===== config.mk =====
export PLATFORM = sky130hd
export DESIGN_NAME = phap_core
export DESIGN_NICKNAME = d
export VERILOG_FILES = /design/src/hdl/phap_core.v
export VERILOG_INCLUDE_DIRS = /design/src /design/src/inc
export SDC_FILE = /design/constraint.sdc
export NUM_CORES = 1
export LEC_CHECK = 0
export ABC_AREA = 0
export BUFFER_PORTS_ARGS = -buffer_cell sky130_fd_sc_hd__clkbuf_2
export CORE_ASPECT_RATIO = 2
export CORE_MARGIN = 1.5
export CORE_UTILIZATION = 50
export DETAILED_ROUTE_END_ITERATION = 10
export PLACE_DENSITY_LB_ADDON = 0.2
export SKIP_CTS_REPAIR_TIMING = 1
export SYNTH_ARGS = -nofsm -noshare
export SYNTH_HDL_FRONTEND = slang
export SYNTH_SLANG_ARGS = --single-unit

===== constraint.sdc =====
create_clock -name mclk_i -period 4.2 [get_ports mclk_i]
set_clock_uncertainty 0.05 [all_clocks]
set_input_delay 0.42 -clock mclk_i [delete_from_list [all_inputs] [get_ports mclk_i]]
set_output_delay 0.42 -clock mclk_i [all_outputs]
set_load 0.01 [all_outputs]

===== src/inc/phap_map.vh =====
// register map, field layout, reset values and timing of the processor hot alert profile
`ifndef PHAP_MAP_VH
`define PHAP_MAP_VH

// ==========================================================
// register offsets (command codes)
`define PHAP_OFS_STATUS        8'h3a
`define PHAP_OFS_OPTION1       8'h3d

// ==========================================================
// field positions of the option register
`define PHAP_THR_MSB           15
`define PHAP_THR_LSB           10
`define PHAP_DEG_MSB           9
`define PHAP_DEG_LSB           8
`define PHAP_SRC_MSB           6
`define PHAP_SRC_LSB           0

// ==========================================================
// source bit positions, shared by enables and status
`define PHAP_SRC_COMPARATOR    6
`define PHAP_SRC_CRIT_INPUT    5
`define PHAP_SRC_NOM_INPUT     4
`define PHAP_SRC_DISCHARGE     3
`define PHAP_SRC_LOW_SYSV      2
`define PHAP_SRC_BATT_PRESENT  1
`define PHAP_SRC_ADAPTER_GOOD  0

// sources that stay usable with the adapter removed
`define PHAP_KEEP_ON_BATTERY   7'h4c

// ==========================================================
// reset values
`define PHAP_OPTION1_RESET     16'h8120
`define PHAP_WRITE_MASK        16'hff7f

// ==========================================================
// timing, printed figures in ns, clock period in ns
`define PHAP_CLK_NS            20
`define PHAP_DEG00_NS          1600000
`define PHAP_DEG01_NS          100000
`define PHAP_DEG10_NS          6000000
`define PHAP_DEG11_NS          12000000
`define PHAP_PW00_NS           100000
`define PHAP_PW01_NS           1000000
`define PHAP_PW10_NS           10000000
`define PHAP_PW11_NS           5000000
`define PHAP_CYC(ns)           (((ns) + `PHAP_CLK_NS - 1) / `PHAP_CLK_NS)

// discharge threshold step as a left shift of the code, 512 mA per code step
`define PHAP_THR_STEP_SHIFT    9

`endif


===== src/hdl/phap_core.v =====
// processor hot alert profile: source selection, discharge trigger, alert pulse and status
// ==========================================================
`timescale 1ns/10ps
`include "phap_map.vh"

module phap_core #(
   parameter DEG00_CYC = `PHAP_CYC(`PHAP_DEG00_NS),
   parameter DEG01_CYC = `PHAP_CYC(`PHAP_DEG01_NS),
   parameter DEG10_CYC = `PHAP_CYC(`PHAP_DEG10_NS),
   parameter DEG11_CYC = `PHAP_CYC(`PHAP_DEG11_NS),
   parameter PW00_CYC  = `PHAP_CYC(`PHAP_PW00_NS),
   parameter PW01_CYC  = `PHAP_CYC(`PHAP_PW01_NS),
   parameter PW10_CYC  = `PHAP_CYC(`PHAP_PW10_NS),
   parameter PW11_CYC  = `PHAP_CYC(`PHAP_PW11_NS)
) (
   // clock and reset
   input  wire        mclk_i,
   input  wire        rst_n_i,
   // register access, one command per strobe
   input  wire        reg_wr_i,
   input  wire        reg_rd_i,
   input  wire [7:0]  reg_cmd_i,
   input  wire [15:0] reg_wdata_i,
   output wire [15:0] reg_rdata_o,
   // trigger sources
   input  wire        comparator_trip_i,
   input  wire        critical_input_current_i,
   input  wire        nominal_input_current_i,
   input  wire        low_system_voltage_i,
   input  wire [15:0] battery_discharge_current_i,
   input  wire        battery_present_detect_i,
   input  wire        adapter_good_i,
   // pulse shaping settings
   input  wire [1:0]  alert_min_pulse_width_i,
   input  wire        alert_pulse_extension_enable_i,
   input  wire        alert_pulse_clear_i,
   // alert pin, active low
   output wire        processor_hot_alert_n_o
);

   // ==========================================================
   // functions
   function [19:0] phap_deg_cycles;
      input [1:0] sel;
      begin
         case (sel)
            2'h0:    phap_deg_cycles = DEG00_CYC[19:0];
            2'h1:    phap_deg_cycles = DEG01_CYC[19:0];
            2'h2:    phap_deg_cycles = DEG10_CYC[19:0];
            default: phap_deg_cycles = DEG11_CYC[19:0];
         endcase
      end
   endfunction

   function [19:0] phap_pw_cycles;
      input [1:0] sel;
      begin
         case (sel)
            2'h0:    phap_pw_cycles = PW00_CYC[19:0];
            2'h1:    phap_pw_cycles = PW01_CYC[19:0];
            2'h2:    phap_pw_cycles = PW10_CYC[19:0];
            default: phap_pw_cycles = PW11_CYC[19:0];
         endcase
      end
   endfunction

   // ==========================================================
   // state
   reg  [15:0] option_ff;
   reg  [6:0]  status_ff;
   reg  [15:0] rdata_ff;
   reg  [19:0] deg_cnt_ff;
   reg  [19:0] pw_cnt_ff;
   reg         alert_ff;
   reg         ext_hold_ff;
   reg         batt_prev_ff;
   reg         adapter_prev_ff;
   reg  [15:0] nxt_option;
   reg  [15:0] nxt_rdata;
   reg  [6:0]  nxt_status;
   reg  [19:0] nxt_pw_cnt;
   reg         nxt_alert;
   reg         nxt_ext_hold;

   wire [5:0]  thr_code   = option_ff[`PHAP_THR_MSB:`PHAP_THR_LSB];
   wire [1:0]  deg_sel    = option_ff[`PHAP_DEG_MSB:`PHAP_DEG_LSB];
   wire [6:0]  src_enable = option_ff[`PHAP_SRC_MSB:`PHAP_SRC_LSB];
   wire [19:0] deg_target = phap_deg_cycles(deg_sel);
   wire [19:0] pw_target  = phap_pw_cycles(alert_min_pulse_width_i);

   // ==========================================================
   // discharge comparison and deglitch
   wire [15:0] thr_ma     = {thr_code, 10'h000} >> 1;
   wire        dchg_over  = battery_discharge_current_i > thr_ma;
   wire        dchg_trip  = dchg_over && (deg_cnt_ff >= deg_target);

   // ==========================================================
   // source vector and effective enables
   wire        batt_rise  = battery_present_detect_i & ~batt_prev_ff;
   wire        adpt_fall  = adapter_prev_ff & ~adapter_good_i;
   wire [6:0]  src_raw    = {comparator_trip_i, critical_input_current_i, nominal_input_current_i,
                             dchg_trip, low_system_voltage_i, batt_rise, adpt_fall};
   // the removal edge is the adapter source's own event, so its enable survives the removal,
   // while the other adapter-bound sources are cut in the very cycle the adapter goes
   wire [6:0]  eff_enable = adapter_good_i ? src_enable
                                           : (src_enable & (`PHAP_KEEP_ON_BATTERY | 7'h01));
   wire [6:0]  fired      = src_raw & eff_enable;
   wire        any_fired  = |fired;
   wire        width_done = (pw_cnt_ff >= pw_target);
   wire        rd_status  = reg_rd_i && (reg_cmd_i == `PHAP_OFS_STATUS);

   // the counter saturates at the target, so a long overload never wraps back below it
   wire [19:0] nxt_deg_cnt = !dchg_over ? 20'h00000 :
                             (deg_cnt_ff >= deg_target) ? deg_cnt_ff : deg_cnt_ff + 20'h00001;

   // ==========================================================
   // register access
   always @* begin
      nxt_option = option_ff;
      nxt_rdata  = rdata_ff;
      if (reg_wr_i && (reg_cmd_i == `PHAP_OFS_OPTION1)) begin
         // the reserved bit always reads back as zero
         nxt_option = reg_wdata_i & `PHAP_WRITE_MASK;
      end
      // a read in the same cycle as a write still returns the old contents
      if (reg_rd_i) begin
         case (reg_cmd_i)
            `PHAP_OFS_OPTION1: nxt_rdata = option_ff;
            `PHAP_OFS_STATUS:  nxt_rdata = {9'h000, status_ff};
            default:           nxt_rdata = 16'h0000;
         endcase
      end
   end

   always @(posedge mclk_i or negedge rst_n_i) begin
      if (!rst_n_i) begin
         option_ff       <= `PHAP_OPTION1_RESET;
         rdata_ff        <= 16'h0000;
         deg_cnt_ff      <= 20'h00000;
         batt_prev_ff    <= 1'b0;
         adapter_prev_ff <= 1'b0;
      end else begin
         option_ff       <= nxt_option;
         rdata_ff        <= nxt_rdata;
         deg_cnt_ff      <= nxt_deg_cnt;
         batt_prev_ff    <= battery_present_detect_i;
         adapter_prev_ff <= adapter_good_i;
      end
   end

   // ==========================================================
   // alert pulse and status
   always @* begin
      nxt_alert    = alert_ff;
      nxt_ext_hold = ext_hold_ff;
      nxt_pw_cnt   = pw_cnt_ff;
      nxt_status   = status_ff;
      if (!alert_ff) begin
         nxt_pw_cnt = 20'h00000;
         if (any_fired) begin
            nxt_alert    = 1'b1;
            nxt_ext_hold = alert_pulse_extension_enable_i;
            // a new pulse drops whatever the previous one left behind
            nxt_status   = fired;
         end else if (rd_status) begin
            nxt_status   = 7'h00;
         end
      end else begin
         nxt_status = status_ff | fired;
         if (!width_done) begin
            nxt_pw_cnt = pw_cnt_ff + 20'h00001;
         end
         if (alert_pulse_clear_i) begin
            nxt_ext_hold = 1'b0;
         end
         // the pin stays low while a source is still active, so a long event never splits
         if (width_done && !any_fired && !ext_hold_ff) begin
            nxt_alert = 1'b0;
         end
      end
   end

   always @(posedge mclk_i or negedge rst_n_i) begin
      if (!rst_n_i) begin
         alert_ff    <= 1'b0;
         ext_hold_ff <= 1'b0;
         pw_cnt_ff   <= 20'h00000;
         status_ff   <= 7'h00;
      end else begin
         alert_ff    <= nxt_alert;
         ext_hold_ff <= nxt_ext_hold;
         pw_cnt_ff   <= nxt_pw_cnt;
         status_ff   <= nxt_status;
      end
   end

   assign reg_rdata_o             = rdata_ff;
   assign processor_hot_alert_n_o = ~alert_ff;

endmodule // phap_core


==> out/qor.csv, run 1 <==
stage;metric;value;unit
clock_network;htree_levels;3;
sta;fin_crit_sh;0.792;
sta;whs;0.0880;ns
floorplanning;rows;52;
sta;max_freq;301;MHz
logic_synthesis;synthXorXnorAreaFrac;0.00513;
sta;drv_slew;0;
power_and_ir_drop;power.density;358;nW/um^2
logic_synthesis;synth-seq-area-share;0.397;
clock_network;cts_made_buffers;9;
clock_network;cts-root-buf;clkbuf_16;
drt;vias;4463;
global_routing;grt_pass1_wl;21500;microns
logic_synthesis;yosys-top-cells-area;dfrtp_1, ha_1, nand2_1, mux2_2, mux2i_1;
floorplanning;core_area;10000;sq um
global_routing;grt_antenna_before_repair;0;
logic_synthesis;synthCells;537;
critical_path;cp.required;4.37;ns
logic_synthesis;synth-seq-cells;81;
sta;slew_headroom;0.240;
logic_synthesis;synthMuxAreaShare;0.0643;
logic_synthesis;yosysWarnings;0;
cells_and_area;n_fill_cell;938;
critical_path;path_buf_inv;2;
drt;viasPerCell;6.06;
critical_path;cp_top_family;compound AO/OA/AOI/OAI gates;
sta;fin_crit;3.33;ns
logic_synthesis;synthTopCellsByCount;dfrtp_1, nand2_1, ha_1;
sta;setup_viol;0;
logic_synthesis;synth-edff-count;0;
logic_synthesis;synth_top_area_frac;0.381;
logic_synthesis;ys.flop_type;dfrtp_1;
drt;wirelength;13100;microns
drt;drt-pass1-iter-count;4;
drt;dr.first_iter.drc_count;249;
global_routing;grt_pass1_vias;4527;
outcome;status;completed;
logic_synthesis;synth_top_family_by_area;simple AND/OR/NAND/NOR gates;
logic_synthesis;synthArstFlopShare;1.00;
cells_and_area;fin_util;0.586;
logic_synthesis;yosys.area_share.simple;0.212;
critical_path;startpoint_type;flip-flop;
floorplanning;initial_core_util;0.511;
cells_and_area;drive_gt1_frac;0.198;
power_and_ir_drop;cellLeakagePower;2.71;nW
clock_network;clk_latency;0.34;ns
logic_synthesis;synthAdderAreaFrac;0.105;
power_and_ir_drop;ir_worst_vdd;232;uV
clock_network;clk_pin_slew;0.06;ns
cells_and_area;syn2layout_area_growth;14.7;%
drt;antenna_left;0;
logic_synthesis;syn-num-nets;634;
critical_path;crit_path_end_kind;flip-flop;
logic_synthesis;synth_cell_type_count;65;
global_routing;track_usage;0.256;
floorplanning;die-area;10900;sq um
clock_network;cts_sinks;81;
logic_synthesis;yosysMostFrequentCell;dfrtp_1;
drt;drc_errors;0;
global_routing;overflow;0;
critical_path;cpPeakStageDelay;0.60;ns
drt;wl_per_cell;17.7;microns
critical_path;critical_path_class;reg2reg;
floorplanning;die_y;146;microns
floorplanning;pin_count;71;
sta;final_hold_viol_count;0;
placement;placedCellCount;721;
critical_path;crit_chain;inv_1 > ha_1 > inv_1 > ha_1 > and4b_4 > a2111oi_4 > nor4_2 > o21a_4 > a211o_1 > a311o_1;
clock_network;clock_path_buffers;2;
placement;dp_hpwl;9650;microns
logic_synthesis;avgSynthCellArea;9.53;sq um
sta;tightest_slew;1.14;ns
sta;setup_tns;0;ns
cells_and_area;stdcell_count;737;
critical_path;cpMaxStageDelayCell;dfstp_2;
critical_path;cp.arrival;3.50;ns
critical_path;critPathMaxFanout;27;
placement;gp_congestion;0.876;
floorplanning;die_w;74.5;microns
logic_synthesis;syn_area;5120;sq um
logic_synthesis;synth_area_leader_cell;dfrtp_1;
job;maxCapViolations;0;
hold_path;hold_class;in2async;
global_routing;grt_max_degree;58;
clock_network;cts_tree;yes;
sta;rsz0062_at_grt;no;
logic_synthesis;synth_compound_area_frac;0.165;
cells_and_area;final_nets;694;
placement;portBuffers;68;
cells_and_area;diodes;0;
power breakdown:
part | total [mW] | switching (mW) | leakage (nW) | internal (mW)
Sequential | 0.909 | 0.0684 | 1.06 | 0.840
Clock | 0.825 | 0.340 | 0.148 | 0.485
Combinational | 0.365 | 0.201 | 1.50 | 0.164
Total | 2.10 | 0.609 | 2.71 | 1.49
metrics by stage:
step	power [mW]	worst slack, ns	instance area, sq um
6_report	2.10	0.873	5870
5_1_grt	2.21	0.775	5870
4_1_cts	2.12	0.878	5870
3_5_place_dp	1.29	0.794	5560
3_3_place_gp	1.27	0.941	5560
2_1_floorplan	1.16	1.30	5120
final timing paths:
path | startpoint | to | slack (ns) | cells past startpoint
min in group mclk_i | battery_present_detect_i | batt_prev_ff$_DFF_PN0_ | 0.14 | 1
max in group asynchronous | rst_n_i | option_ff[15]$_DFFE_PN1P_ | 3.13 | 2
max reg2reg | option_ff[8]$_DFFE_PN1P_ | ext_hold_ff$_DFFE_PN0P_ | 0.87 | 10
min reg2reg | status_ff[3]$_DFFE_PN0P_ | status_ff[3]$_DFFE_PN0P_ | 0.43 | 2
min | rst_n_i | pw_cnt_ff[19]$_DFFE_PN0P_ | 0.09 | 1
max | option_ff[8]$_DFFE_PN1P_ | ext_hold_ff$_DFFE_PN0P_ | 0.87 | 10
registers in the layout, indices dropped and copies added (netlist names):
signal	cells
adapter_prev_ff	1
alert_ff	1
batt_prev_ff	1
deg_cnt_ff	20
ext_hold_ff	1
option_ff	15
pw_cnt_ff	20
reg_rdata_o	15
status_ff	7
cells in the final DEF (no fill, tap or decap), types with 8 or more instances in the layout:
| master | n |
|---|---|
| a21oi_1 | 28 |
| and3_1 | 8 |
| clkbuf_16 | 9 |
| clkbuf_2 | 67 |
| dfrtp_1 | 78 |
| ha_1 | 43 |
| inv_1 | 38 |
| mux2_2 | 15 |
| mux2i_1 | 16 |
| nand2_1 | 61 |
| nand2b_1 | 13 |
| nand3_1 | 18 |
| nand4_1 | 11 |
| nor2_1 | 10 |
| nor3_1 | 17 |
| nor4_1 | 11 |
| o21ai_0 | 23 |
| o31ai_1 | 12 |
| or3_1 | 8 |
| or4_1 | 12 |
per-layer routing:
| layer | up-vias | wire [microns] | GRT usage |
|---|---|---|---|
| met5 | - | 0 | 0 |
| met1 | 2188 | 4850 | 0.276 |
| li1 | 2103 | - | - |
| met2 | 129 | 7250 | 0.453 |
| met3 | 43 | 403 | 0.0442 |
| met4 | 0 | 554 | 0.137 |
worst register-to-register path, cell delays in order, from the launching register on:
cell and delay [ns]:
dfstp_2 0.60, inv_1 0.11, ha_1 0.23, inv_1 0.13, ha_1 0.29, and4b_4 0.22
a2111oi_4 0.36, nor4_2 0.11, o21a_4 0.31, a211o_1 0.44, a311o_1 0.38
cells by family after synthesis:
logic type	Yosys count
multiplexers	31
buffers and inverters	62
adder cells (fa/ha/maj)	43
flip-flops	81
AND/OR/NAND/NOR	197
other	1
AO/OA/AOI/OAI	119
XOR/XNOR	3
layout make-up:
cell class | instances | area (sq um) | share of cell area
inverter | 38 | 143 | 0.0243
tap | 135 | 169 | 0.0288
clock buffer | 10 | 239 | 0.0407
sequential | 81 | 2030 | 0.346
multi-input combinational | 394 | 2830 | 0.483
clock inverter | 6 | 73.8 | 0.0126
timing repair buffer | 73 | 380 | 0.0648
Note: power is estimated with default switching activity, not from simulation.
==> run 2, diff against run 1 <==
==> constraint.sdc (replaced) <==
create_clock -name mclk_i -period 3 [get_ports mclk_i]
set_clock_uncertainty 0.05 [all_clocks]
set_input_delay 0.3 -clock mclk_i [delete_from_list [all_inputs] [get_ports mclk_i]]
set_output_delay 0.3 -clock mclk_i [all_outputs]
set_load 0.01 [all_outputs]
==> run 2 against run 1 <==
Compared with the run above: count of clock-buffer cells in the layout stayed put; setup slack worse by 0.72 ns; sequential share of layout area down 1.1 points; register-to-register slack got worse by 0.72 ns; critical path type unchanged.
==> out/qor.csv, run 2 (same netlist as run 1, synthesis figures left out) <==
stage;metric;value;unit;change
outcome;status;completed;;
hold_path;min_from;battery_present_detect_i;;
sta;final_hold_viol_count;0;;unchanged
power_and_ir_drop;power.density;478;nW/um^2;+34%
power_and_ir_drop;power;2.89;mW;+38%
floorplanning;die_y;146;microns;unchanged
cells_and_area;final_nets;717;;+3.3%
clock_network;cts_made_buffers;9;;unchanged
sta;drv_slew;0;;unchanged
sta;rsz0062_at_grt;no;;
global_routing;grt_antenna_before_repair;0;;unchanged
global_routing;overflow;0;;unchanged
critical_path;cp_common_cell;ha_1;;
global_routing;grt_pass1_wl;21700;microns;+0.90%
sta;setup_tns;0;ns;unchanged
hold_path;hold_path_depth;1;;
cells_and_area;final_common_cell;dfrtp_1;;
placement;portBuffers;68;;unchanged
cells_and_area;multiInputGateArea;2870;sq um;+1.4%
sta;tightest_slew;0.715;ns;-0.425 ns
drt;drc_errors;0;;unchanged
cells_and_area;drive_gt1_frac;0.230;;+0.0327
placement;gp_congestion;0.913;;+4.3%
drt;wl_per_cell;17.9;microns;+0.88%
critical_path;crit_path_end_kind;flip-flop;;
critical_path;crit_chain;inv_1 > ha_1 > inv_2 > ha_1 > buf_4 > a2111oi_4 > nor4_4 > o21a_4 > or4_1 > a21oi_2;;
job;maxCapViolations;0;;unchanged
floorplanning;core_area;10000;sq um;unchanged
critical_path;critical_path_class;reg2reg;;
power_and_ir_drop;cellLeakagePower;2.82;nW;+3.9%
sta;slew_headroom;0.522;;+0.282
drt;wirelength;13600;microns;+4.0%
critical_path;path_buf_inv;3;;+1
clock_network;cts-root-buf;clkbuf_16;;
sta;fin_crit;2.85;ns;-0.482 ns
floorplanning;die_w;74.5;microns;unchanged
critical_path;ff2ff_setup_slack;0.15;ns;-0.72 ns
sta;max_freq;351;MHz;+17%
cells_and_area;final_cell_mix;dfrtp_1, clkbuf_2, nand2_1;;
clock_network;clock_path_buffers;2;;unchanged
global_routing;track_usage;0.259;;+0.00288
cells_and_area;diodes;0;;unchanged
floorplanning;initial_core_util;0.511;;unchanged
clock_network;cts_tree;yes;;
critical_path;cp_top_family;compound AO/OA/AOI/OAI gates;;
hold_path;holdPathEnd;batt_prev_ff$_DFF_PN0_;;
cells_and_area;reg.largest.list;deg_cnt_ff x20, pw_cnt_ff x20;;
floorplanning;pin_count;71;;unchanged
clock_network;cts_sinks;81;;unchanged
critical_path;cpMaxStageDelayCell;or4_1;;
drt;viasPerCell;5.98;;-1.3%
clock_network;clk_latency;0.34;ns;about the same
hold_path;hold_class;in2reg;;
sta;whs;0.0244;ns;-0.0636 ns
drt;drt-pass1-iter-count;4;;unchanged
critical_path;ff2ff_path_depth;10;;unchanged
clock_network;htree_levels;3;;unchanged
critical_path;startpoint_type;flip-flop;;
cells_and_area;regArea;2030;sq um;unchanged
drt;vias;4541;;+1.7%
drt;antenna_left;0;;unchanged
floorplanning;rows;52;;unchanged
drt;dr.first_iter.drc_count;229;;-8.0%
critical_path;cpPeakStageDelay;0.54;ns;-0.06 ns
critical_path;reg2reg_from;option_ff[8]$_DFFE_PN1P_;;
clock_network;clk_pin_slew;0.07;ns;about the same
sta;setup_viol;0;;unchanged
cells_and_area;syn2layout_area_growth;18.4;%;
sta;fin_crit_sh;0.948;;+0.156
critical_path;r2r-end;deg_cnt_ff[16]$_DFFE_PN0P_;;
power_and_ir_drop;ir_worst_vdd;448;uV;+93%
global_routing;grt_pass1_vias;4584;;+1.3%
cells_and_area;n_fill_cell;939;;+0.11%
critical_path;critPathMaxFanout;6;;-78%
critical_path;cp.required;3.23;ns;-1.14 ns
floorplanning;die-area;10900;sq um;unchanged
critical_path;cp.arrival;3.07;ns;-0.43 ns
cells_and_area;fin_util;0.605;;+0.0189
placement;dp_hpwl;10100;microns;+4.6%
global_routing;grt_max_degree;44;;-24%
-- run 2: routing by layer --
metal,GRT usage,vias up,wire (microns)
li1,-,2162,-
met1,0.269,2227,4900
met3,0.0359,45,406
met4,0.143,0,623
met5,0,-,0
met2,0.472,107,7660
-- run 2: cell type report --
type | instances | area share
multi-input cells | 396 | 0.474
flip-flops and latches | 81 | 0.335
repair buffers | 94 | 0.0913
clock buffers | 10 | 0.0395
well taps | 135 | 0.0279
inverters | 38 | 0.0235
clock inverters | 6 | 0.00826
-- run 2: stage by stage --
| step | std cells | area [sq um] | setup WS, ns |
|---|---|---|---|
| 6_report | 760 | 6060 | 0.155 |
| 5_1_grt | 760 | 6060 | 0.0383 |
| 4_1_cts | 756 | 6000 | -0.0316 |
| 3_5_place_dp | 740 | 5710 | 0.00840 |
| 3_3_place_gp | 740 | 5710 | 0.0484 |
| 2_1_floorplan | 537 | 5120 | 0.102 |
-- run 2: worst max-delay path by stage --
stage | slack, ns | to | from | cells after the start
5_1_grt | 0.04 | deg_cnt_ff[3]$_DFFE_PN0P_ | option_ff[8]$_DFFE_PN1P_ | 9
4_1_cts | -0.03 | ext_hold_ff$_DFFE_PN0P_ | option_ff[8]$_DFFE_PN1P_ | 10
3_3_place_gp | 0.05 | deg_cnt_ff[2]$_DFFE_PN0P_ | option_ff[8]$_DFFE_PN1P_ | 11
3_5_place_dp | 0.008 | deg_cnt_ff[2]$_DFFE_PN0P_ | option_ff[8]$_DFFE_PN1P_ | 11
6_report | 0.15 | deg_cnt_ff[16]$_DFFE_PN0P_ | option_ff[8]$_DFFE_PN1P_ | 10
2_1_floorplan | 0.10 | ext_hold_ff$_DFFE_PN0P_ | option_ff[8]$_DFFE_PN1P_ | 10
-- run 2: where the power goes --
group          internal [mW]  switching (mW)  leakage, nW
Combinational          0.249           0.308         1.61
Sequential              1.18          0.0819         1.06
Clock                  0.593           0.486        0.136
Total                   2.02           0.876         2.82
==> run 3, diff against run 2 <==
--- a/config.mk
+++ b/config.mk
@@ -8,9 +8,10 @@
 export LEC_CHECK = 0
 export ABC_AREA = 0
 export BUFFER_PORTS_ARGS = -buffer_cell sky130_fd_sc_hd__clkbuf_2
+export CAP_MARGIN = 10
 export CORE_ASPECT_RATIO = 2
 export CORE_MARGIN = 1.5
-export CORE_UTILIZATION = 50
+export CORE_UTILIZATION = 25
 export DETAILED_ROUTE_END_ITERATION = 10
 export PLACE_DENSITY_LB_ADDON = 0.2
 export SKIP_CTS_REPAIR_TIMING = 1
==> constraint.sdc (replaced) <==
create_clock -name mclk_i -period 3.5 [get_ports mclk_i]
set_clock_uncertainty 0.05 [all_clocks]
set_input_delay 0.35 -clock mclk_i [delete_from_list [all_inputs] [get_ports mclk_i]]
set_output_delay 0.35 -clock mclk_i [all_outputs]
set_load 0.01 [all_outputs]
==> run 3 against run 2 <==
Compared with the run above: critical path depth grew 1; wire length grew 10%; utilization shrank 30 points; setup slack gained 0.11 ns; sequential power shrank 13%; cell count grew 15%; non-clock buffer count shrank 14; clock power is essentially flat; die area grew 96%; register-to-register slack gained 0.11 ns; worst hold slack gained 0.044 ns; total power shrank 9.1%; critical path type unchanged; critical endpoint is now deg_cnt_ff[12]$_DFFE_PN0P_.
==> out/qor.csv, run 3 (same netlist as run 1, synthesis figures left out) <==
stage;metric;value;unit;change
drt;vias;4433;;-2.4%
floorplanning;initial_core_util;0.256;;-0.255
floorplanning;rows;73;;+40%
power_and_ir_drop;ir_worst_vdd;207;uV;-54%
clock_network;htree_levels;3;;unchanged
sta;drv_slew;0;;unchanged
placement;post-place-ws;0.284;ns;+0.275 ns
sta;setup_tns;0;ns;unchanged
global_routing;top_usage_layer;met2;;
critical_path;critPathMaxFanout;25;;+19
global_routing;grt_pass1_wl;24100;microns;+11%
floorplanning;die_w;104;microns;+40%
sta;worst_slack;0.268;ns;+0.113 ns
clock_network;cts-root-buf;clkbuf_16;;
placement;gp_congestion;0.876;;-4.1%
drt;viasPerCell;5.09;;-15%
power_and_ir_drop;cellLeakagePower;2.76;nW;-2.0%
cells_and_area;final_area;6110;sq um;+0.83%
drt;antenna_left;0;;unchanged
hold_path;hold_path_depth;1;;unchanged
global_routing;grtUsageMet3;0.0177;;-0.0181
clock_network;cts_tree;yes;;
global_routing;grt_max_degree;37;;-16%
sta;final_hold_viol_count;0;;unchanged
global_routing;met1_usage;0.144;;-0.125
critical_path;critical_path_class;reg2reg;;
floorplanning;core_area;20000;sq um;+100%
critical_path;cpPeakStageDelay;0.58;ns;+0.04 ns
sta;fin_crit_sh;0.923;;-0.0250
job;maxCapViolations;0;;unchanged
power_and_ir_drop;power.density;431;nW/um^2;-9.8%
cells_and_area;n_fill_cell;2133;;+130%
sta;slew_headroom;0.470;;-0.0516
placement;post_dp_cell_area;5760;sq um;+0.85%
cells_and_area;syn2layout_area_growth;19.3;%;
critical_path;cp.arrival;3.45;ns;+0.38 ns
global_routing;track_usage;0.145;;-0.113
clock_network;cts_sinks;81;;unchanged
placement;portBuffers;68;;unchanged
floorplanning;pin_count;71;;unchanged
global_routing;grt_antenna_before_repair;0;;unchanged
cells_and_area;final_nets;701;;-2.2%
global_routing;overflow;0;;unchanged
outcome;status;completed;;
clock_network;clk_pin_slew;0.07;ns;about the same
critical_path;cp_num_cells;11;;+1
drt;wirelength;15000;microns;+10%
drt;drt-pass1-iter-count;6;;+2
placement;dp_hpwl;11500;microns;+14%
cells_and_area;reg.largest.list;deg_cnt_ff x20, pw_cnt_ff x20;;
floorplanning;die_y;205;microns;+41%
critical_path;ff2ff_path_depth;11;;+1
global_routing;grt_pass1_vias;4638;;+1.2%
sta;whs;0.0686;ns;+0.0441 ns
critical_path;cpMaxStageDelayCell;dfstp_2;;
sta;fin_crit;3.23;ns;+0.387 ns
critical_path;crit_path_end_kind;flip-flop;;
clock_network;clock_path_buffers;2;;unchanged
cells_and_area;drive_gt1_frac;0.205;;-0.0251
drt;dr.first_iter.drc_count;203;;-11%
critical_path;path_buf_inv;3;;unchanged
drt;wl_per_cell;17.2;microns;-3.7%
cells_and_area;final_common_cell;dfrtp_1;;
cells_and_area;diodes;0;;unchanged
drt;drc_errors;0;;unchanged
clock_network;clk_latency;0.35;ns;about the same
hold_path;hold_class;in2reg;;
global_routing;grt.met2_usage;0.283;;-0.189
sta;max_freq;309;MHz;-12%
critical_path;crit_chain;inv_1 > ha_1 > inv_1 > ha_1 > and4b_4 > a2111oi_4 > nor4_2 > o21a_4 > buf_4 > or4_1 > a21oi_1;;
cells_and_area;final_cell_mix;dfrtp_1, clkbuf_2, nand2_1;;
sta;rsz0062_at_grt;no;;
sta;setup_viol;0;;unchanged
critical_path;startpoint_type;flip-flop;;
floorplanning;die-area;21400;sq um;+96%
sta;tightest_slew;0.793;ns;+0.0773 ns
critical_path;cp_top_family;simple AND/OR/NAND/NOR gates;;
critical_path;cp.required;3.71;ns;+0.48 ns
clock_network;cts_made_buffers;9;;unchanged
run 3: cell types whose count changed in the layout (fill, tap and decap cells not counted), sizes merged:
cell      change
buf          -14
clkbuf        +1
clkinvlp      -1
clkinv        -1
bufinv        +2
o21a          -2
inv           -1
run 3: stage by stage:
step | util | power, mW | std cells
2_1_floorplan | - | 1.39 | 537
3_3_place_gp | 0.288 | 1.55 | 854
3_5_place_dp | 0.288 | 1.57 | 854
4_1_cts | 0.305 | 2.67 | 870
5_1_grt | 0.305 | 2.78 | 871
6_report | 0.305 | 2.63 | 871
run 3: final cells by class:
type / count / area (sq um) / share of cell area
flip-flops and latches: 81 / 2030 / 0.333
repair buffers: 80 / 435 / 0.0713
inverters: 38 / 143 / 0.0234
multi-input cells: 394 / 2830 / 0.464
well taps: 262 / 328 / 0.0537
clock inverters: 5 / 85.1 / 0.0139
clock buffers: 11 / 253 / 0.0414
run 3: metal layers:
metal / up-vias / wire, microns
met1: 2184 / 5480
met3: 28 / 397
met5: - / 0
met4: 0 / 658
li1: 2127 / -
met2: 94 / 8470
run 3: path summary, 6_finish.rpt:
| check | startpoint | to | slack, ns |
|---|---|---|---|
| setup / recovery | option_ff[8]$_DFFE_PN1P_ | deg_cnt_ff[12]$_DFFE_PN0P_ | 0.27 |
| hold / removal | battery_present_detect_i | batt_prev_ff$_DFF_PN0_ | 0.07 |
| setup reg to reg | option_ff[8]$_DFFE_PN1P_ | deg_cnt_ff[12]$_DFFE_PN0P_ | 0.27 |
| hold reg to reg | status_ff[3]$_DFFE_PN0P_ | status_ff[3]$_DFFE_PN0P_ | 0.46 |
| max in group asynchronous | rst_n_i | option_ff[15]$_DFFE_PN1P_ | 2.16 |
| min in group asynchronous | rst_n_i | deg_cnt_ff[11]$_DFFE_PN0P_ | 0.46 |
run 3: power breakdown:
group	total [mW]	switching, mW	leakage [nW]	internal (mW)
Sequential	1.09	0.0805	1.06	1.01
Clock	1.08	0.415	0.162	0.668
Combinational	0.459	0.256	1.53	0.203
Total	2.63	0.751	2.76	1.88
